<file path="config.mk">
export PLATFORM = sky130hd
export DESIGN_NAME = drive_sync_and_state_words
export DESIGN_NICKNAME = d
export VERILOG_FILES = /design/src/inc/drive_obj_pkg.sv /design/src/design/drive_sync_and_state_words.sv /design/src/design/sync_monitor.sv /design/src/design/stop_select.sv
export SDC_FILE = /design/constraint.sdc
export NUM_CORES = 1
export LEC_CHECK = 0
export BUFFER_PORTS_ARGS = -buffer_cell sky130_fd_sc_hd__buf_2
export CAP_MARGIN = 5
export CORE_MARGIN = 3
export CORE_UTILIZATION = 55
export DETAILED_ROUTE_END_ITERATION = 16
export PLACE_DENSITY = 0.76
export SLEW_MARGIN = 20
export SYNTH_ARGS = -nofsm -noshare
export SYNTH_HDL_FRONTEND = slang
export SYNTH_SLANG_ARGS = --single-unit
</file>
<file path="constraint.sdc">
create_clock -name clk -period 6.5 [get_ports clk]
set_input_delay 0.325 -clock clk [delete_from_list [all_inputs] [get_ports clk]]
set_output_delay 0.325 -clock clk [all_outputs]
set_load 0.1 [all_outputs]
</file>
<file path="src/inc/drive_obj_pkg.sv">
// Object indexes, field layouts, reset values and timing constants of the drive object block
package drive_obj_pkg;
  localparam int          CLK_NS        = 8;
  localparam logic [15:0] IDX_SYNC      = 16'h1c33;
  localparam logic [15:0] IDX_ERR       = 16'h603f;
  localparam logic [15:0] IDX_CW        = 16'h6040;
  localparam logic [15:0] IDX_SW        = 16'h6041;
  localparam logic [15:0] IDX_HALT      = 16'h605d;
  localparam logic [7:0]  SUB_ENTRIES   = 8'h00;
  localparam logic [7:0]  SUB_TYPE      = 8'h01;
  localparam logic [7:0]  SUB_CYCLE     = 8'h02;
  localparam logic [7:0]  SUB_SHIFT     = 8'h03;
  localparam logic [7:0]  SUB_SUPPORTED = 8'h04;
  localparam logic [7:0]  SUB_MIN_CYCLE = 8'h05;
  localparam logic [7:0]  SUB_CALC_COPY = 8'h06;
  localparam logic [7:0]  SUB_DELAY     = 8'h09;
  localparam logic [7:0]  SUB_SYNC_ERR  = 8'h20;
  localparam logic [7:0]  SYNC_FREE     = 8'h00;
  localparam logic [7:0]  SYNC_DC       = 8'h02;
  localparam logic [7:0]  SYNC_SM       = 8'h22;
  localparam logic [7:0]  SYNC_TYPE_RST = 8'h22;
  localparam logic [7:0]  ENTRIES       = 8'h20;
  localparam logic [15:0] SUPPORTED     = 16'h0007;
  localparam logic [31:0] MIN_CYCLE_NS  = 32'd500000;
  localparam logic [31:0] CALC_COPY_NS  = 32'd200000;
  localparam logic [31:0] SHIFT_NS      = 32'h0000_0000;
  localparam logic [31:0] DELAY_NS      = 32'h0000_0000;
  localparam logic [15:0] CW_RST        = 16'h0000;
  localparam logic [1:0]  HALT_OPT_RST  = 2'h1;
  localparam logic [7:0]  ALARM_HIGH    = 8'hff;
  localparam int          CW_SWITCH_ON  = 0;
  localparam int          CW_EN_VOLT    = 1;
  localparam int          CW_QSTOP      = 2;
  localparam int          CW_EN_OP      = 3;
  localparam int          CW_FAULT_RST  = 7;
  localparam int          CW_HALT       = 8;
  localparam int          SW_WARNING    = 7;
  localparam int          SW_REMOTE     = 9;
  localparam int          SW_TARGET     = 10;
  localparam int          SW_LIMIT      = 11;
  typedef enum logic [2:0] {
    ST_NOT_READY = 3'b000,
    ST_SW_ON_DIS = 3'b001,
    ST_READY     = 3'b010,
    ST_SWITCHED  = 3'b011,
    ST_OP_EN     = 3'b100,
    ST_QSTOP     = 3'b101,
    ST_FAULT_RCT = 3'b110,
    ST_FAULT     = 3'b111
  } drive_state_e;
  typedef enum logic [1:0] {
    STOP_NONE    = 2'b00,
    STOP_PROFILE = 2'b01,
    STOP_QUICK   = 2'b10,
    STOP_IMMED   = 2'b11
  } stop_e;
endpackage

</file>
<file path="src/design/drive_sync_and_state_words.sv">
// Drive object dictionary: input sync descriptor, error code, control and status words
//
// Overview of operation
// - Input sync type accepts 00h free run, 02h sync0, 22h sync manager event.
// - Cycle time field reports measured sync0 period in nanoseconds, read only.
// - Shift time is unsupported and always reads zero.
// - Supported types mask: bit0 free run, bit1 manager event, bit2 sync0.
// - Read-only field gives shortest supported cycle time in nanoseconds.
// - Read-only field gives minimum calc-and-copy time before sync0.
// - Delay time is unsupported and always reads zero.
// - Sync error flag goes to one when a synchronization error is seen.
// - Active alarm: error code low byte is alarm code, high byte FFh.
// - Without alarm the error code word reads zero.
// - Control bits 0 to 3 command the drive state transitions.
// - Alarm clears only on a rising edge of control bit 7.
// - Status bits 0 to 3, 5 and 6 reflect the drive state; bit 4 also needs main power.
// - Status bit 7 follows the information condition with no software action.
// - Status bit 9 is set once initialization completes.
// - Status bit 11 shows an internal limit restricting the drive.
// - Status bits 10, 12 and 13 come from the active operation mode.
// - Halt bit 8 stops per halt option, operation stays enabled.
`timescale 1ns/1ps
module drive_sync_and_state_words #(
  parameter logic [31:0] MIN_CYCLE_CYC =
    32'((drive_obj_pkg::MIN_CYCLE_NS + drive_obj_pkg::CLK_NS - 1) / drive_obj_pkg::CLK_NS)
) (
  input  wire logic        clk,
  input  wire logic        rstn,
  input  wire logic        obj_rd,
  input  wire logic        obj_wr,
  input  wire logic [15:0] obj_index,
  input  wire logic [7:0]  obj_sub,
  input  wire logic [31:0] obj_wdata,
  output logic      [31:0] obj_rdata,
  output logic             obj_ack,
  output logic             obj_abort,
  input  wire logic        sync0,
  input  wire logic        sm_event,
  input  wire logic        alarm_set,
  input  wire logic [7:0]  alarm_code_in,
  input  wire logic        init_done,
  input  wire logic        info_active,
  input  wire logic        internal_limit,
  input  wire logic        target_reached,
  input  wire logic [1:0]  mode_status,
  input  wire logic [2:0]  mfr_status,
  input  wire logic        main_power,
  input  wire logic        motion_stopped,
  output logic      [3:0]  mode_ctrl,
  output logic      [4:0]  mfr_ctrl,
  output logic             power_stage_on,
  output logic             operation_on,
  output logic      [1:0]  stop_mode,
  output logic             fault_active
);
  typedef struct packed {
    logic [15:0]                cw;
    logic                       fr_prev;
    logic [7:0]                 sync_type;
    logic [1:0]                 halt_opt;
    logic                       alarm;
    logic [7:0]                 alarm_code;
    drive_obj_pkg::drive_state_e st;
    logic [31:0]                rdata;
    logic                       ack;
    logic                       abort;
    logic                       err_clr;
  } regs_s;

  regs_s       q;
  regs_s       next_q;
  logic [31:0] cycle_ns;
  logic        sync_err;

  // Shutdown: voltage and quick stop set, switch on clear
  function automatic logic cmd_shutdown(input logic [15:0] cw);
    cmd_shutdown = cw[drive_obj_pkg::CW_EN_VOLT] && cw[drive_obj_pkg::CW_QSTOP] &&
                   !cw[drive_obj_pkg::CW_SWITCH_ON];
  endfunction

  function automatic logic cmd_switch_on(input logic [15:0] cw);
    cmd_switch_on = cw[drive_obj_pkg::CW_EN_VOLT] && cw[drive_obj_pkg::CW_QSTOP] &&
                    cw[drive_obj_pkg::CW_SWITCH_ON];
  endfunction

  function automatic logic cmd_enable_op(input logic [15:0] cw);
    cmd_enable_op = cmd_switch_on(cw) && cw[drive_obj_pkg::CW_EN_OP];
  endfunction

  function automatic logic cmd_disable_volt(input logic [15:0] cw);
    cmd_disable_volt = !cw[drive_obj_pkg::CW_EN_VOLT];
  endfunction

  function automatic logic cmd_quick_stop(input logic [15:0] cw);
    cmd_quick_stop = cw[drive_obj_pkg::CW_EN_VOLT] && !cw[drive_obj_pkg::CW_QSTOP];
  endfunction

  // State flags: bit0 ready, 1 switched on, 2 op enabled, 3 fault, 5 quick stop, 6 sod
  function automatic logic [6:0] state_bits(input drive_obj_pkg::drive_state_e s);
    unique case (s)
      drive_obj_pkg::ST_NOT_READY: state_bits = 7'b000_0000;
      drive_obj_pkg::ST_SW_ON_DIS: state_bits = 7'b100_0000;
      drive_obj_pkg::ST_READY:     state_bits = 7'b010_0001;
      drive_obj_pkg::ST_SWITCHED:  state_bits = 7'b010_0011;
      drive_obj_pkg::ST_OP_EN:     state_bits = 7'b010_0111;
      drive_obj_pkg::ST_QSTOP:     state_bits = 7'b000_0111;
      drive_obj_pkg::ST_FAULT_RCT: state_bits = 7'b000_1111;
      drive_obj_pkg::ST_FAULT:     state_bits = 7'b000_1000;
    endcase
  endfunction

  function automatic logic [15:0] status_word(
    input drive_obj_pkg::drive_state_e s,
    input logic                        volt,
    input logic                        info,
    input logic                        remote,
    input logic                        target,
    input logic                        limit,
    input logic [1:0]                  mode_st,
    input logic [2:0]                  mfr_st
  );
    logic [6:0] b;
    b = state_bits(s);
    status_word = {mfr_st[2:1], mode_st, limit, target, remote, mfr_st[0], info,
                   b[6:5], volt, b[3:0]};
  endfunction

  function automatic logic [15:0] error_word(input logic act, input logic [7:0] code);
    // alarm code with FFh on top
    error_word = act ? {drive_obj_pkg::ALARM_HIGH, code} : 16'h0000;
  endfunction

  always_comb begin
    logic        fr_edge;
    logic [15:0] sw;
    logic        hit;
    logic        ro;
    logic        bad;
    logic [31:0] rd;
    fr_edge        = 1'b0;
    next_q         = q;
    next_q.ack     = 1'b0;
    next_q.abort   = 1'b0;
    next_q.err_clr = 1'b0;
    hit            = 1'b1;
    ro             = 1'b1;
    bad            = 1'b0;
    rd             = 32'h0;
    sw = status_word(q.st, main_power && (q.st != drive_obj_pkg::ST_NOT_READY) &&
                     (q.st != drive_obj_pkg::ST_SW_ON_DIS),
                     info_active,
                     init_done,
                     target_reached,
                     internal_limit, mode_status, mfr_status);

    // Object read multiplexer
    if (obj_index == drive_obj_pkg::IDX_SYNC) begin
      unique case (obj_sub)
        drive_obj_pkg::SUB_ENTRIES:   rd = {24'h0, drive_obj_pkg::ENTRIES};
        drive_obj_pkg::SUB_TYPE: begin
          rd = {24'h0, q.sync_type};
          ro = 1'b0;
        end
        drive_obj_pkg::SUB_CYCLE:     rd = cycle_ns;
        drive_obj_pkg::SUB_SHIFT:     rd = drive_obj_pkg::SHIFT_NS;
        drive_obj_pkg::SUB_SUPPORTED: rd = {16'h0, drive_obj_pkg::SUPPORTED};
        drive_obj_pkg::SUB_MIN_CYCLE: rd = drive_obj_pkg::MIN_CYCLE_NS;
        drive_obj_pkg::SUB_CALC_COPY: rd = drive_obj_pkg::CALC_COPY_NS;
        drive_obj_pkg::SUB_DELAY:     rd = drive_obj_pkg::DELAY_NS;
        drive_obj_pkg::SUB_SYNC_ERR:  rd = {31'h0, sync_err};
        default:                      hit = 1'b0;
      endcase
    end else if (obj_index == drive_obj_pkg::IDX_ERR) begin
      rd = {16'h0, error_word(q.alarm, q.alarm_code)};
    end else if (obj_index == drive_obj_pkg::IDX_CW) begin
      rd = {16'h0, q.cw};
      ro = 1'b0;
    end else if (obj_index == drive_obj_pkg::IDX_SW) begin
      rd = {16'h0, sw};
    end else if (obj_index == drive_obj_pkg::IDX_HALT) begin
      rd = {30'h0, q.halt_opt};
      ro = 1'b0;
    end else begin
      hit = 1'b0;
    end
    if (obj_index != drive_obj_pkg::IDX_SYNC && obj_sub != drive_obj_pkg::SUB_ENTRIES) begin
      hit = 1'b0;
    end

    if (obj_rd || obj_wr) begin
      next_q.ack   = 1'b1;
      next_q.rdata = hit ? rd : 32'h0;
    end

    if (obj_wr && hit && !ro) begin
      if (obj_index == drive_obj_pkg::IDX_SYNC) begin
        if (obj_wdata[31:8] != 24'h0) begin
          bad = 1'b1;
        end else if (obj_wdata[7:0] == drive_obj_pkg::SYNC_FREE ||
                     obj_wdata[7:0] == drive_obj_pkg::SYNC_DC ||
                     obj_wdata[7:0] == drive_obj_pkg::SYNC_SM) begin
          next_q.sync_type = obj_wdata[7:0];
          // A new mode restarts error tracking
          next_q.err_clr   = 1'b1;
        end else begin
          bad = 1'b1;
        end
      end else if (obj_index == drive_obj_pkg::IDX_CW) begin
        next_q.cw = obj_wdata[15:0];
      end else begin
        if (obj_wdata[31:2] == 30'h0 && obj_wdata[1:0] != 2'h0) begin
          next_q.halt_opt = obj_wdata[1:0];
        end else begin
          bad = 1'b1;
        end
      end
    end
    if ((obj_rd || obj_wr) && (!hit || (obj_wr && ro) || bad)) next_q.abort = 1'b1;
    // Refused access returns zero data, never the old field value
    if (next_q.abort) next_q.rdata = 32'h0;

    fr_edge        = q.cw[drive_obj_pkg::CW_FAULT_RST] && !q.fr_prev;
    next_q.fr_prev = q.cw[drive_obj_pkg::CW_FAULT_RST];
    if (fr_edge) next_q.alarm = 1'b0;
    // A new alarm wins over a simultaneous reset
    if (alarm_set) begin
      next_q.alarm      = 1'b1;
      next_q.alarm_code = alarm_code_in;
    end

    unique case (q.st)
      drive_obj_pkg::ST_NOT_READY: begin
        if (init_done) next_q.st = drive_obj_pkg::ST_SW_ON_DIS;
      end
      drive_obj_pkg::ST_SW_ON_DIS: begin
        if (cmd_shutdown(q.cw)) next_q.st = drive_obj_pkg::ST_READY;
      end
      drive_obj_pkg::ST_READY: begin
        if (cmd_disable_volt(q.cw) || cmd_quick_stop(q.cw))
          next_q.st = drive_obj_pkg::ST_SW_ON_DIS;
        else if (cmd_enable_op(q.cw))
          next_q.st = drive_obj_pkg::ST_OP_EN;
        else if (cmd_switch_on(q.cw))
          next_q.st = drive_obj_pkg::ST_SWITCHED;
      end
      drive_obj_pkg::ST_SWITCHED: begin
        if (cmd_disable_volt(q.cw) || cmd_quick_stop(q.cw))
          next_q.st = drive_obj_pkg::ST_SW_ON_DIS;
        else if (cmd_shutdown(q.cw))
          next_q.st = drive_obj_pkg::ST_READY;
        else if (cmd_enable_op(q.cw))
          next_q.st = drive_obj_pkg::ST_OP_EN;
      end
      drive_obj_pkg::ST_OP_EN: begin
        if (cmd_disable_volt(q.cw))
          next_q.st = drive_obj_pkg::ST_SW_ON_DIS;
        else if (cmd_quick_stop(q.cw))
          next_q.st = drive_obj_pkg::ST_QSTOP;
        else if (cmd_shutdown(q.cw))
          next_q.st = drive_obj_pkg::ST_READY;
        else if (!cmd_enable_op(q.cw))
          next_q.st = drive_obj_pkg::ST_SWITCHED;
      end
      drive_obj_pkg::ST_QSTOP: begin
        // Power stays on until the motor is at rest or voltage is disabled
        if (cmd_disable_volt(q.cw) || motion_stopped)
          next_q.st = drive_obj_pkg::ST_SW_ON_DIS;
      end
      drive_obj_pkg::ST_FAULT_RCT: begin
        if (motion_stopped) next_q.st = drive_obj_pkg::ST_FAULT;
      end
      drive_obj_pkg::ST_FAULT: begin
        if (!next_q.alarm) next_q.st = drive_obj_pkg::ST_SW_ON_DIS;
      end
    endcase
    if (next_q.alarm && q.st != drive_obj_pkg::ST_FAULT &&
        q.st != drive_obj_pkg::ST_FAULT_RCT) begin
      next_q.st = drive_obj_pkg::ST_FAULT_RCT;
    end
  end

  always_ff @(posedge clk or negedge rstn) begin
    if (!rstn) begin
      q           <= '0;
      q.cw        <= drive_obj_pkg::CW_RST;
      q.sync_type <= drive_obj_pkg::SYNC_TYPE_RST;
      q.halt_opt  <= drive_obj_pkg::HALT_OPT_RST;
      q.st        <= drive_obj_pkg::ST_NOT_READY;
    end else begin
      q <= next_q;
    end
  end

  sync_monitor #(
    .MIN_CYCLE_CYC (MIN_CYCLE_CYC)
  ) u_sync_monitor (
    .clk       (clk),
    .rstn      (rstn),
    .sync_type (q.sync_type),
    .sync0     (sync0),
    .sm_event  (sm_event),
    .err_clear (q.err_clr),
    .cycle_ns  (cycle_ns),
    .sync_err  (sync_err)
  );

  stop_select u_stop_select (
    .clk       (clk),
    .rstn      (rstn),
    .state     (q.st),
    .halt      (q.cw[drive_obj_pkg::CW_HALT]),
    .halt_opt  (q.halt_opt),
    .stop_mode (stop_mode)
  );

  assign obj_rdata      = q.rdata;
  assign obj_ack        = q.ack;
  assign obj_abort      = q.abort;
  assign mode_ctrl      = {q.cw[9], q.cw[6:4]};
  assign mfr_ctrl       = q.cw[15:11];
  assign power_stage_on = (q.st == drive_obj_pkg::ST_SWITCHED) ||
                          (q.st == drive_obj_pkg::ST_OP_EN) ||
                          (q.st == drive_obj_pkg::ST_QSTOP) ||
                          (q.st == drive_obj_pkg::ST_FAULT_RCT);
  assign operation_on   = (q.st == drive_obj_pkg::ST_OP_EN);
  assign fault_active   = q.alarm;
endmodule // drive_sync_and_state_words

</file>
<file path="src/design/sync_monitor.sv">
// Sync0 period measurement and sync error detection
`timescale 1ns/1ps
module sync_monitor #(
  parameter logic [31:0] MIN_CYCLE_CYC = 32'd62500
) (
  input  wire logic        clk,
  input  wire logic        rstn,
  input  wire logic [7:0]  sync_type,
  input  wire logic        sync0,
  input  wire logic        sm_event,
  input  wire logic        err_clear,
  output logic      [31:0] cycle_ns,
  output logic             sync_err
);
  typedef struct packed {
    logic [31:0] c0;
    logic        seen0;
    logic [31:0] ce;
    logic [31:0] last;
    logic        seen;
    logic        err;
    logic [31:0] cyc_ns;
  } mon_s;
  mon_s q;
  mon_s next_q;
  always_comb begin
    logic ev;
    logic det;
    ev     = 1'b0;
    det    = 1'b0;
    next_q = q;
    if (q.c0 != 32'hffff_ffff) next_q.c0 = q.c0 + 32'h1;
    if (q.ce != 32'hffff_ffff) next_q.ce = q.ce + 32'h1;
    if (sync0) begin
      if (q.seen0) next_q.cyc_ns = 32'((q.c0 + 32'h1) * drive_obj_pkg::CLK_NS);
      next_q.c0    = 32'h0;
      next_q.seen0 = 1'b1;
    end
    ev = (sync_type == drive_obj_pkg::SYNC_DC) ? sync0 : sm_event;
    if (sync_type != drive_obj_pkg::SYNC_FREE) begin
      if (ev && q.seen && (q.ce + 32'h1 < MIN_CYCLE_CYC)) det = 1'b1;
      if (q.seen && (q.ce > {q.last[30:0], 1'b0})) det = 1'b1;
    end
    if (ev) begin
      next_q.last = q.ce + 32'h1;
      next_q.ce   = 32'h0;
      next_q.seen = 1'b1;
    end
    // Detection wins over a clear in the same cycle
    if (err_clear) begin
      next_q.err  = 1'b0;
      next_q.seen = ev;
    end
    if (det) next_q.err = 1'b1;
  end
  always_ff @(posedge clk or negedge rstn) begin
    if (!rstn) q <= '0;
    else q <= next_q;
  end
  assign cycle_ns = q.cyc_ns;
  assign sync_err = q.err;
endmodule // sync_monitor

</file>
<file path="src/design/stop_select.sv">
// Chooses how the motion stage brings the motor to rest
`timescale 1ns/1ps
module stop_select (
  input  wire logic       clk,
  input  wire logic       rstn,
  input  wire logic [2:0] state,
  input  wire logic       halt,
  input  wire logic [1:0] halt_opt,
  output logic      [1:0] stop_mode
);
  typedef struct packed {
    logic [1:0] mode;
  } sel_s;
  sel_s q;
  sel_s next_q;
  always_comb begin
    next_q = q;
    unique case (state)
      drive_obj_pkg::ST_QSTOP,
      drive_obj_pkg::ST_FAULT_RCT: next_q.mode = drive_obj_pkg::STOP_QUICK;
      drive_obj_pkg::ST_OP_EN: next_q.mode = halt ? halt_opt : drive_obj_pkg::STOP_NONE;
      default: next_q.mode = drive_obj_pkg::STOP_NONE;
    endcase
  end
  always_ff @(posedge clk or negedge rstn) begin
    if (!rstn) q <= '0;
    else q <= next_q;
  end
  assign stop_mode = q.mode;
endmodule // stop_select

</file>
==> flow_summary.ini, run 1 <==
[outcome]
status = finished, final reports clean

[clocking]
cts.reportedPaths.clkPinSlew_ns = 0.06
cts_max_path_buffers = 3
post_cts_resized = 0
ctsHoldBuffers = 1
worst_skew_pair.late_latency_ns = 0.52
clock_sink_count = 203
number_of_buffers_added_by_the_clock_tree_synthesis_step = 22
post-cts-setup-buffer-count = 0
tritoncts = yes
h-tree-depth = 1
clock_tree.root_cell = sky130_fd_sc_hd__clkbuf_16

[routing]
detailedRoute.firstIterationViolations = 700
route.detailed.drc = 0
detailroute.via_count = 8951
wl_microns = 26500
avgRoutedWirePerCell_microns = 17.5
vias_per_cell = 5.93
drt_first_pass_iters = 5
detail-route-antenna-nets = 0

[timing]
final_period_minus_worst_setup_slack_ns = 3.32
timing.max_slew.rel_slack_pct = 34.0
slew_at_the_pin_closest_to_its_max_slew_limit_ns = 0.988
slew_violations = 0
fin_ws_ns = 3.18
layout_worst_path_cycle_share_pct = 51.1
final_setup_skew_ns = 0.0166
fin_tns_setup_ns = 0
max_freq_ghz = 0.301
setup_viol = 0
finalHoldViolations = 0
unrepaired_setup_endpoints_after_global_routing = no

[pwr]
peakVddDrop_mv = 0.155
internal_power_w = 0.00215
power.share.sequential_pct = 45.5
power_density_mw_per_mm2 = 243
power.share.combinational_pct = 12.8
switching_power_of_the_nets_w = 0.000817
power.leakage_nw = 5.58
totalPowerFinal_w = 0.00297
netSwitchingFraction_pct = 27.5
clock_power_share_pct = 41.6

[floorplan]
fp.dieH_microns = 147
initial_core_util_pct = 56.3
die_area_sq_mm = 0.0217
die-width_microns = 147
core_area_sq_mm = 0.0195
floorplan.rows = 51
num_io_pins = 130

[setup_path]
launching_element_type_of_the_critical_path = flop
crit_required_ns = 6.93
critPathCaptureType = flop
cp_max_fo = 96
worst-endpoint-arrival_ns = 3.75
worst_reg2reg_path_depth = 8
worst_setup_path_category = reg2reg

[place]
gp_routability_congestion = 0.948
dpl_worst_slack_ns = 2.83
buffer_ports.inserted = 129
dpl_cell_area_sq_mm = 0.0115
dp_hpwl_microns = 19000

[layout]
final_layout_size_suffix_gt1_share_pct = 17.5
area_growth_syn_to_layout_pct = 11.0
num-nets-final = 1344
layout_cell_area_excl_fill_sq_mm = 0.0122

[synthesis]
synth_area_leaders = sky130_fd_sc_hd__dfrtp_1 45%, sky130_fd_sc_hd__a21oi_1 5.5%, sky130_fd_sc_hd__nand2_1 4.0%, sky130_fd_sc_hd__ha_1 3.8%, sky130_fd_sc_hd__o21ai_0 3.4%
yosysWarningCount = 0
synth.top_cells.by_count = 200 x sky130_fd_sc_hd__dfrtp_1, 120 x sky130_fd_sc_hd__a21oi_1, 117 x sky130_fd_sc_hd__nand2_1
yosysMostFrequentCell = sky130_fd_sc_hd__dfrtp_1
top_flip_flop_cell_by_instance_count_after_synthesis = sky130_fd_sc_hd__dfrtp_1
synth_cells = 1173
number_of_flops_mapped_to_enable_cells_by_yosys = 0
synthDominantCellAreaShare_pct = 45.5
synth_sequential_area_ratio_pct = 46.2
ys_types = 72
nets_in_the_synthesized_netlist = 1288
synth_top_area_cell = sky130_fd_sc_hd__dfrtp_1
ys_ff_latch = 203
post_synth.cell_area_avg_sq_um = 9.38
postSynth.asyncResetShare_pct = 100
synth.cell_area_sq_mm = 0.0110

[global_routing]
grt_max_degree = 100
groute.usage.overall_pct = 24.0
global_route_wire_length_before_repair_microns = 43300
antenna_violations_before_repair = 1
grt_pass1_vias = 8525
grt_overflow_total = 0

[job]
max-cap-violations = 0

[min_path]
timing.hold.worst.class = in2reg
holdPathStages = 3
==> per-layer routing <==
layer  part of all wire, %  wire length, microns  GRT usage (%)
met5                     0                     0              0
met4                   2.1                   566           7.08
met3                   6.8                  1810           3.74
met2                    47                 12400           39.5
met1                    44                 11700           33.4
==> critical path, cell delays in order, from the launching register on <==
cell                        delay [ns]
sky130_fd_sc_hd__dfstp_2          0.37
sky130_fd_sc_hd__or4_1            0.54
sky130_fd_sc_hd__nor3_1           0.36
sky130_fd_sc_hd__mux2_2           0.22
sky130_fd_sc_hd__buf_4            0.66
sky130_fd_sc_hd__nor2b_1          0.21
sky130_fd_sc_hd__o2111ai_1        0.11
sky130_fd_sc_hd__or4_1            0.55
sky130_fd_sc_hd__o221ai_2         0.14
==> stage by stage <==
step	hold slack [ns]	utilization, %	instances
3_3_place_gp	0.421	58.7	1469
5_1_grt	0.0329	62.5	1510
3_5_place_dp	0.430	58.7	1469
2_1_floorplan	0.0294	-	1173
4_1_cts	0.0266	62.5	1509
6_report	0.0353	62.5	1510
==> cells by family after synthesis <==
logic type	share of synthesized area (%)
and+or+nand+nor	17.8
AOI/OAI and AO/OA	15.9
DFF	46.2
buffers and inverters	6.96
xor gates and xnor gates	5.02
muxes	4.45
adders and majority gates	3.75
==> power by group through the flow <==
stage,logic [W],clock network (W),registers (W)
global route,0.000416,0.00132,0.00136
CTS,0.000381,0.00126,0.00135
finish,0.000381,0.00124,0.00135
detailed placement,0.000378,0,0.00137
global placement,0.000370,0,0.00137
floorplan,0.000256,0,0.00137
==> path summary, 6_finish.rpt <==
path                                       start                          end  slack, ns
worst max register to register             q[54]      u_sync_monitor.sync_err       3.18
worst min-delay path            alarm_code_in[2]                        q[40]       0.04
max in group asynchronous                   rstn  u_sync_monitor.cycle_ns[11]       4.81
worst min register to register        next_q[57]                        q[57]       0.45
min in group asynchronous                   rstn         u_sync_monitor.q[55]       0.46
worst max-delay path                       q[54]      u_sync_monitor.sync_err       3.18
==> layout make-up <==
cell class,instances,area (sq um)
Inverter,54,203
Clock buffer,32,648
Antenna cell,1,2.50
Clock inverter,7,75.1
Timing Repair Buffer,135,702
Multi-Input combinational cell,813,5170
Fill cell,1644,7310
Sequential cell,203,5080
Tap cell,265,332
==> placed cells by master, fill, tap and decap left out, types with 6 or more instances in the layout <==
cell type and instances:
sky130_fd_sc_hd__or3_1 9, sky130_fd_sc_hd__mux2i_1 14, sky130_fd_sc_hd__xor2_1 25, sky130_fd_sc_hd__nor2b_1 9, sky130_fd_sc_hd__a22o_1 18, sky130_fd_sc_hd__and4_1 7
sky130_fd_sc_hd__nand4_1 33, sky130_fd_sc_hd__dfrtp_1 200, sky130_fd_sc_hd__and3_1 16, sky130_fd_sc_hd__o31ai_1 6, sky130_fd_sc_hd__nand2_1 117, sky130_fd_sc_hd__a31oi_1 10
sky130_fd_sc_hd__mux2_2 29, sky130_fd_sc_hd__nand3_1 41, sky130_fd_sc_hd__xnor2_1 38, sky130_fd_sc_hd__clkbuf_8 7, sky130_fd_sc_hd__inv_1 53, sky130_fd_sc_hd__ha_1 33
sky130_fd_sc_hd__and2_1 11, sky130_fd_sc_hd__clkbuf_16 22, sky130_fd_sc_hd__nor2_1 69, sky130_fd_sc_hd__o21ai_0 74, sky130_fd_sc_hd__nor4_1 12, sky130_fd_sc_hd__a21o_1 12
sky130_fd_sc_hd__nor3_1 23, sky130_fd_sc_hd__a21oi_1 120, sky130_fd_sc_hd__buf_2 128, sky130_fd_sc_hd__a211oi_1 7
==> registers in the layout, indices dropped and copies added (netlist names) <==
register                 count
mfr_ctrl                     5
u_sync_monitor.q            97
next_q                       1
fault_active                 1
u_sync_monitor.cycle_ns     29
obj_rdata                   32
u_sync_monitor.sync_err      1
obj_ack                      1
q                           29
mode_ctrl                    4
obj_abort                    1
u_stop_select.stop_mode      2
No activity file was read; power rests on OpenSTA's default activity.
==> inputs of run 2 (changes only) <==
--- a/config.mk
+++ b/config.mk
@@ -5,12 +5,13 @@
 export SDC_FILE = /design/constraint.sdc
 export NUM_CORES = 1
 export LEC_CHECK = 0
+export ABC_AREA = 1
 export BUFFER_PORTS_ARGS = -buffer_cell sky130_fd_sc_hd__buf_2
 export CAP_MARGIN = 5
 export CORE_MARGIN = 3
 export CORE_UTILIZATION = 55
 export DETAILED_ROUTE_END_ITERATION = 16
-export PLACE_DENSITY = 0.76
+export PLACE_DENSITY = 0.75
 export SLEW_MARGIN = 20
 export SYNTH_ARGS = -nofsm -noshare
 export SYNTH_HDL_FRONTEND = slang
==> constraint.sdc (replaced) <==
create_clock -name clk -period 3.4 [get_ports clk]
set_input_delay 0.17 -clock clk [delete_from_list [all_inputs] [get_ports clk]]
set_output_delay 0.17 -clock clk [all_outputs]
set_load 0.1 [all_outputs]
==> flow_summary.ini, run 2 <==
[outcome]
status = finished, final reports clean

[timing]
final_setup_skew_ns = 0.0355
slew_violations = 0
layout_worst_path_cycle_share_pct = 77.4
fin_tns_setup_ns = 0
final_period_minus_worst_setup_slack_ns = 2.63
timing.max_slew.rel_slack_pct = 34.1
unrepaired_setup_endpoints_after_global_routing = no
finalHoldViolations = 0
slew_at_the_pin_closest_to_its_max_slew_limit_ns = 0.986
setup_viol = 0
max_freq_ghz = 0.380

[setup_path]
timing.critical_path.buf_inv = 2
worst_reg2reg_path_depth = 8
worst_setup_path_category = reg2reg
cp_max_fo = 18
critPathCaptureType = flop
timing.reg2reg.setup_slack_ns = 0.77
timing.critical_path.slowest_cell_delay_ns = 0.56
worstSetupEndpoint = u_sync_monitor.q[112]
timing.critical_path.depth = 8
crit_family = simple AND/OR/NAND/NOR gates
crit_required_ns = 3.83
r2r_end = u_sync_monitor.q[112]
crit_path_start = u_sync_monitor.q[99]
critical-path-slowest-cell = sky130_fd_sc_hd__nand3_1
crit_path_cell_trace = ha_1 -> nand4_1 -> nor2_2 -> inv_1 -> nor4_1 -> nand3_1 -> buf_4 -> o21ai_0
worst-endpoint-arrival_ns = 3.06
launching_element_type_of_the_critical_path = flop
worstReg2RegStart = u_sync_monitor.q[99]

[pwr]
power.leakage_nw = 6.70
internal_power_w = 0.00417
netSwitchingFraction_pct = 27.7
power.share.sequential_pct = 43.8
clock_power_share_pct = 44.4
switching_power_of_the_nets_w = 0.00160
power.share.combinational_pct = 11.9
power_density_mw_per_mm2 = 425
peakVddDrop_mv = 0.324

[clocking]
worst_skew_pair.late_latency_ns = 0.53
post_cts_resized = 0
clock_sink_count = 203
number_of_buffers_added_by_the_clock_tree_synthesis_step = 24
clock_tree.root_cell = sky130_fd_sc_hd__clkbuf_16
h-tree-depth = 1
cts_max_path_buffers = 3
post-cts-setup-buffer-count = 0
cts.reportedPaths.clkPinSlew_ns = 0.06
tritoncts = yes

[synthesis]
postSynth.asyncResetShare_pct = 100
synth_top_area_cell = sky130_fd_sc_hd__dfrtp_1
top_flip_flop_cell_by_instance_count_after_synthesis = sky130_fd_sc_hd__dfrtp_1
synth_sequential_area_ratio_pct = 42.4
yosysMostFrequentCell = sky130_fd_sc_hd__nand2_1
yosys.area_share.adder_pct = 3.45
fraction_of_the_mapped_netlist_area_in_simple_logic_gates_pct = 30.2
nets_in_the_synthesized_netlist = 1716
synthDominantCellAreaShare_pct = 41.8
synth_cells = 1601
synth.cell_area_sq_mm = 0.0120
ys_types = 50
ys_ff_latch = 203
synth_area_leaders = sky130_fd_sc_hd__dfrtp_1 42%, sky130_fd_sc_hd__nand2_1 14%, sky130_fd_sc_hd__inv_1 5.8%, sky130_fd_sc_hd__o21ai_0 5.7%, sky130_fd_sc_hd__nor2_1 4.2%
synth_xor_xnor_area_share_pct = 2.12
yosysWarningCount = 0
post_synth_mux_area_share_pct = 0.0940
synth.top_cells.by_count = 439 x sky130_fd_sc_hd__nand2_1, 200 x sky130_fd_sc_hd__dfrtp_1, 185 x sky130_fd_sc_hd__inv_1
synth_compound_gate_area_share_pct = 11.0
post_synth.cell_area_avg_sq_um = 7.49
number_of_flops_mapped_to_enable_cells_by_yosys = 0
synth_top_family_by_area = simple AND/OR/NAND/NOR gates

[global_routing]
groute.usage.overall_pct = 27.5
grt_overflow_total = 0
grt_pass1_vias = 10588
antenna_violations_before_repair = 0
global_route_wire_length_before_repair_microns = 53300
grt_max_degree = 90

[layout]
largest_reg_flops = 97
largest-register = u_sync_monitor.q
area_growth_syn_to_layout_pct = 13.3
final_common_cell = sky130_fd_sc_hd__nand2_1
num-nets-final = 1816
final_core_utilization_pct = 64.0
final_cell_mix = 439 x sky130_fd_sc_hd__nand2_1, 200 x sky130_fd_sc_hd__dfrtp_1, 185 x sky130_fd_sc_hd__inv_1
final_layout_size_suffix_gt1_share_pct = 13.4
diodes = 0

[floorplan]
floorplan.rows = 53
initial_core_util_pct = 56.5
core_area_sq_mm = 0.0212
die_area_sq_mm = 0.0236
fp.dieH_microns = 154
die-width_microns = 154
num_io_pins = 130

[routing]
detail-route-antenna-nets = 0
vias_per_cell = 5.51
route.detailed.drc = 0
detailroute.via_count = 10983
wl_microns = 32900
highest_layer = met4
post_route_met1_wirelength_microns = 14500
drt_first_pass_iters = 6
routed-wl-met2_microns = 15400
metal3_wl_microns = 2000
detailedRoute.firstIterationViolations = 984
avgRoutedWirePerCell_microns = 16.5

[job]
max-cap-violations = 0

[min_path]
timing.hold.worst.class = in2reg

[place]
buffer_ports.inserted = 129
gp_routability_congestion = 1.02
dp_hpwl_microns = 24700
## run 2: cell count changes in the layout (fill, tap and decap cells not counted), sizes merged, moves of 30 or more
cell   previous run  this run
a21oi           120        50
inv              54       191
nand2           117       448
nand3            42        85
nor2             71       149
o21ai            76       153
xnor2            38         8
## run 2: worst min-delay path: cells and delay by family
kind                   cells  cell delay (ns)
buffers and inverters      2             0.25
and+or+nand+nor            1             0.07
## run 2: worst min-delay path by stage
stage | end | from | cells past startpoint | slack, ns
after global routing | obj_ack | obj_rd | 3 | 0.05
after floorplan | fault_active | rstn | 0 | -0.13
after global placement | u_sync_monitor.q[37] | rstn | 1 | 0.27
after detailed placement | u_sync_monitor.q[37] | rstn | 1 | 0.27
final | obj_ack | obj_rd | 3 | 0.06
after CTS | q[44] | alarm_set | 3 | 0.03
## run 2: metal layers
layer	track usage, %	up-vias
met5	0	-
met1	38.0	5160
met4	9.71	0
li1	-	5390
met2	44.8	362
met3	3.80	71
## run 2: final cells by class
type	count	area [sq um]
clock buffers	31	657
clock inverters	13	133
fillers	1946	7640
inverters	192	723
multi-input cells	1113	5620
flip-flops and latches	203	5080
well taps	275	344
repair buffers	167	1020
## run 2: logic make-up (layout without fill, tap and decap cells)
logic type	after synthesis	after routing
simple gates	806	806
xor+xnor	29	29
flops	203	203
mux	1	1
buf+inv	285	403
fa+ha+maj	33	33
compound gates	244	244
## run 2: what timing repair did
action                                  4_1_cts  5_1_grt
endpoints found under the setup margin        0        0
hold buffers                                 26        0
endpoints found under the hold margin       115        0
## run 2: stage by stage
stage	hold WS (ns)	worst slack, ns	instances	total power, W	instance area (sq um)
after CTS	0.0305	0.773	1994	0.00582	13600
final	0.0559	0.767	1994	0.00577	13600
after floorplan	-0.126	1.27	1601	0.00300	12000
after global placement	0.273	0.820	1924	0.00323	12500
after detailed placement	0.272	0.770	1924	0.00322	12500
after global routing	0.0476	0.558	1994	0.00601	13600
## run 2: power by group through the flow
stage | Clock (W) | Sequential, W | Combinational, W
floorplan | 0 | 0.00258 | 0.000422
global placement | 0 | 0.00257 | 0.000658
detailed placement | 0 | 0.00257 | 0.000659
CTS | 0.00261 | 0.00252 | 0.000682
global route | 0.00272 | 0.00253 | 0.000756
finish | 0.00256 | 0.00252 | 0.000685
==> inputs of run 3 (changes only) <==
--- a/config.mk
+++ b/config.mk
@@ -5,13 +5,13 @@
 export SDC_FILE = /design/constraint.sdc
 export NUM_CORES = 1
 export LEC_CHECK = 0
-export ABC_AREA = 1
+export ABC_AREA = 0
 export BUFFER_PORTS_ARGS = -buffer_cell sky130_fd_sc_hd__buf_2
 export CAP_MARGIN = 5
 export CORE_MARGIN = 3
-export CORE_UTILIZATION = 55
+export CORE_UTILIZATION = 53
 export DETAILED_ROUTE_END_ITERATION = 16
-export PLACE_DENSITY = 0.75
+export PLACE_DENSITY = 0.76
 export SLEW_MARGIN = 20
 export SYNTH_ARGS = -nofsm -noshare
 export SYNTH_HDL_FRONTEND = slang
==> constraint.sdc (replaced) <==
create_clock -name clk -period 2.3 [get_ports clk]
set_input_delay 0.115 -clock clk [delete_from_list [all_inputs] [get_ports clk]]
set_output_delay 0.115 -clock clk [all_outputs]
set_load 0.1 [all_outputs]
==> flow_summary.ini, run 3 (synthesis gave the netlist of run 1 again) <==
[clocking]
cts_max_path_buffers = 3
clock_sink_count = 203
cts.reportedPaths.clkPinSlew_ns = 0.06
worst_skew_pair.late_latency_ns = 0.52
tritoncts = yes
number_of_buffers_added_by_the_clock_tree_synthesis_step = 22
h-tree-depth = 1
clock_tree.root_cell = sky130_fd_sc_hd__clkbuf_16

[routing]
vias_per_cell = 5.76
detailroute.via_count = 9545
wl_microns = 28400
route.detailed.drc = 0
drt_first_pass_iters = 5
detail-route-antenna-nets = 0
avgRoutedWirePerCell_microns = 17.2
detailedRoute.firstIterationViolations = 754

[timing]
finalHoldViolations = 0
layout_worst_path_cycle_share_pct = 109
slew_violations = 0
unrepaired_setup_endpoints_after_global_routing = yes
fin_ws_ns = -0.202
final_setup_skew_ns = 0.0229
slew_at_the_pin_closest_to_its_max_slew_limit_ns = 0.572
max_freq_ghz = 0.400
timing.max_slew.rel_slack_pct = 61.9
final_period_minus_worst_setup_slack_ns = 2.50
setup_viol = 2

[setup_path]
timing.critical_path.slowest_cell_delay_ns = 0.46
crit_required_ns = 2.73
critPathCaptureType = flop
critical-path-slowest-cell = sky130_fd_sc_hd__or3_4
worst_setup_path_category = reg2reg
launching_element_type_of_the_critical_path = flop
crit_path_cell_trace = ha_4 -> nand4_1 -> or3_4 -> nor3_4 -> mux2_4 -> o32a_1 -> or4_4 -> o221ai_2
worst-endpoint-arrival_ns = 2.93
cp_max_fo = 5

[floorplan]
num_io_pins = 130
initial_core_util_pct = 54.2
die-width_microns = 150
die_area_sq_mm = 0.0225
fp.dieH_microns = 150
floorplan.rows = 52
core_area_sq_mm = 0.0203

[min_path]
timing.hold.worst.class = in2reg

[layout]
layout_cell_area_excl_fill_sq_mm = 0.0135
area_growth_syn_to_layout_pct = 22.8
final_cell_mix = 199 x sky130_fd_sc_hd__dfrtp_1, 128 x sky130_fd_sc_hd__buf_2, 120 x sky130_fd_sc_hd__a21oi_1
num-nets-final = 1486
final_layout_size_suffix_gt1_share_pct = 25.1
multi_input_area_sq_mm = 0.00525
final_common_cell = sky130_fd_sc_hd__dfrtp_1
diodes = 0
area.sequential_sq_mm = 0.00508
largest-register = u_sync_monitor.q
largest_reg_flops = 97
n_fill_cell = 1555

[pwr]
power_density_mw_per_mm2 = 633
power.leakage_nw = 6.32
peakVddDrop_mv = 0.591

[global_routing]
grt_overflow_total = 0
groute.usage.overall_pct = 24.9
grt_max_degree = 96
global_route_wire_length_before_repair_microns = 45700
grt_pass1_vias = 9320
antenna_violations_before_repair = 1

[place]
gp_routability_congestion = 0.933
dpl_cell_area_sq_mm = 0.0124
buffer_ports.inserted = 129
dpl_worst_slack_ns = -0.259
dp_hpwl_microns = 20000

[outcome]
status = finished with violations
violations = setup timing

[job]
max-cap-violations = 0
-- run 3: changes by cell type in the layout (fill, tap and decap cells not counted), sizes merged, moves of 43 or more --
cell / change
nand2: -331
inv: -138
buf: +108
nor2: -78
o21ai: -77
a21oi: +70
nand3: -43
-- run 3: final timing paths --
check	from	to	slack [ns]	depth (start not counted)
min	main_power	obj_rdata[4]	0.02	4
min reg2reg	next_q[57]	q[57]	0.44	0
max	u_sync_monitor.q[67]	u_sync_monitor.sync_err	-0.20	8
max reg2reg	u_sync_monitor.q[67]	u_sync_monitor.sync_err	-0.20	8
max in group asynchronous	rstn	obj_rdata[8]	1.36	3
min in group asynchronous	rstn	u_sync_monitor.q[59]	0.17	2
-- run 3: what timing repair did --
action	in CTS	in global routing
setup buffers	0	4
resized for setup	5	10
setup endpoints to repair	31	51
gates cloned	0	0
pin swaps	0	3
endpoints found under the hold margin	90	0
hold buffers	28	0
-- run 3: power by group --
| group | internal [W] | switching (W) | leakage (nW) | total, W |
|---|---|---|---|---|
| Sequential | 0.00368 | 0.0000802 | 2.71 | 0.00376 |
| Combinational | 0.000425 | 0.000831 | 3.24 | 0.00126 |
| Clock | 0.00209 | 0.00145 | 0.364 | 0.00354 |
| Total | 0.00620 | 0.00236 | 6.32 | 0.00856 |
-- run 3: worst max-delay path: cells and delay by family (launching register included) --
kind                     cells  cell delay, ns
AND/OR/NAND/NOR              4            1.14
adder cells (fa/ha/maj)      1            0.15
flip-flops                   1            0.39
multiplexers                 1            0.31
AO/OA/AOI/OAI                2            0.43
-- run 3: layout make-up --
type,count,share of cell area (%)
Clock buffer,29,4.49
Clock inverter,11,0.917
Inverter,54,1.50
Multi-Input combinational cell,813,38.9
Sequential cell,203,37.6
Tap cell,270,2.50
Timing Repair Buffer,277,14.1
-- run 3: stage by stage --
step                      cells  power, W  utilization, %  hold WS, ns  TNS, ns
final                      1657   0.00856            66.5       0.0166   -0.205
after global routing       1657   0.00890            66.5       0.0198    -2.36
after CTS                  1653   0.00860            66.2      0.00696   -0.170
after detailed placement   1585   0.00503            61.1        0.165    -3.68
after global placement     1585   0.00501            61.1        0.165    -1.20
after floorplan            1173   0.00462               -       -0.181   -0.282
-- run 3: layer usage --
metal,track usage [%],share of wire [%]
met5,0,0.018
met3,4.48,7.4
met1,33.2,42
met2,40.9,47
met4,8.78,3.4
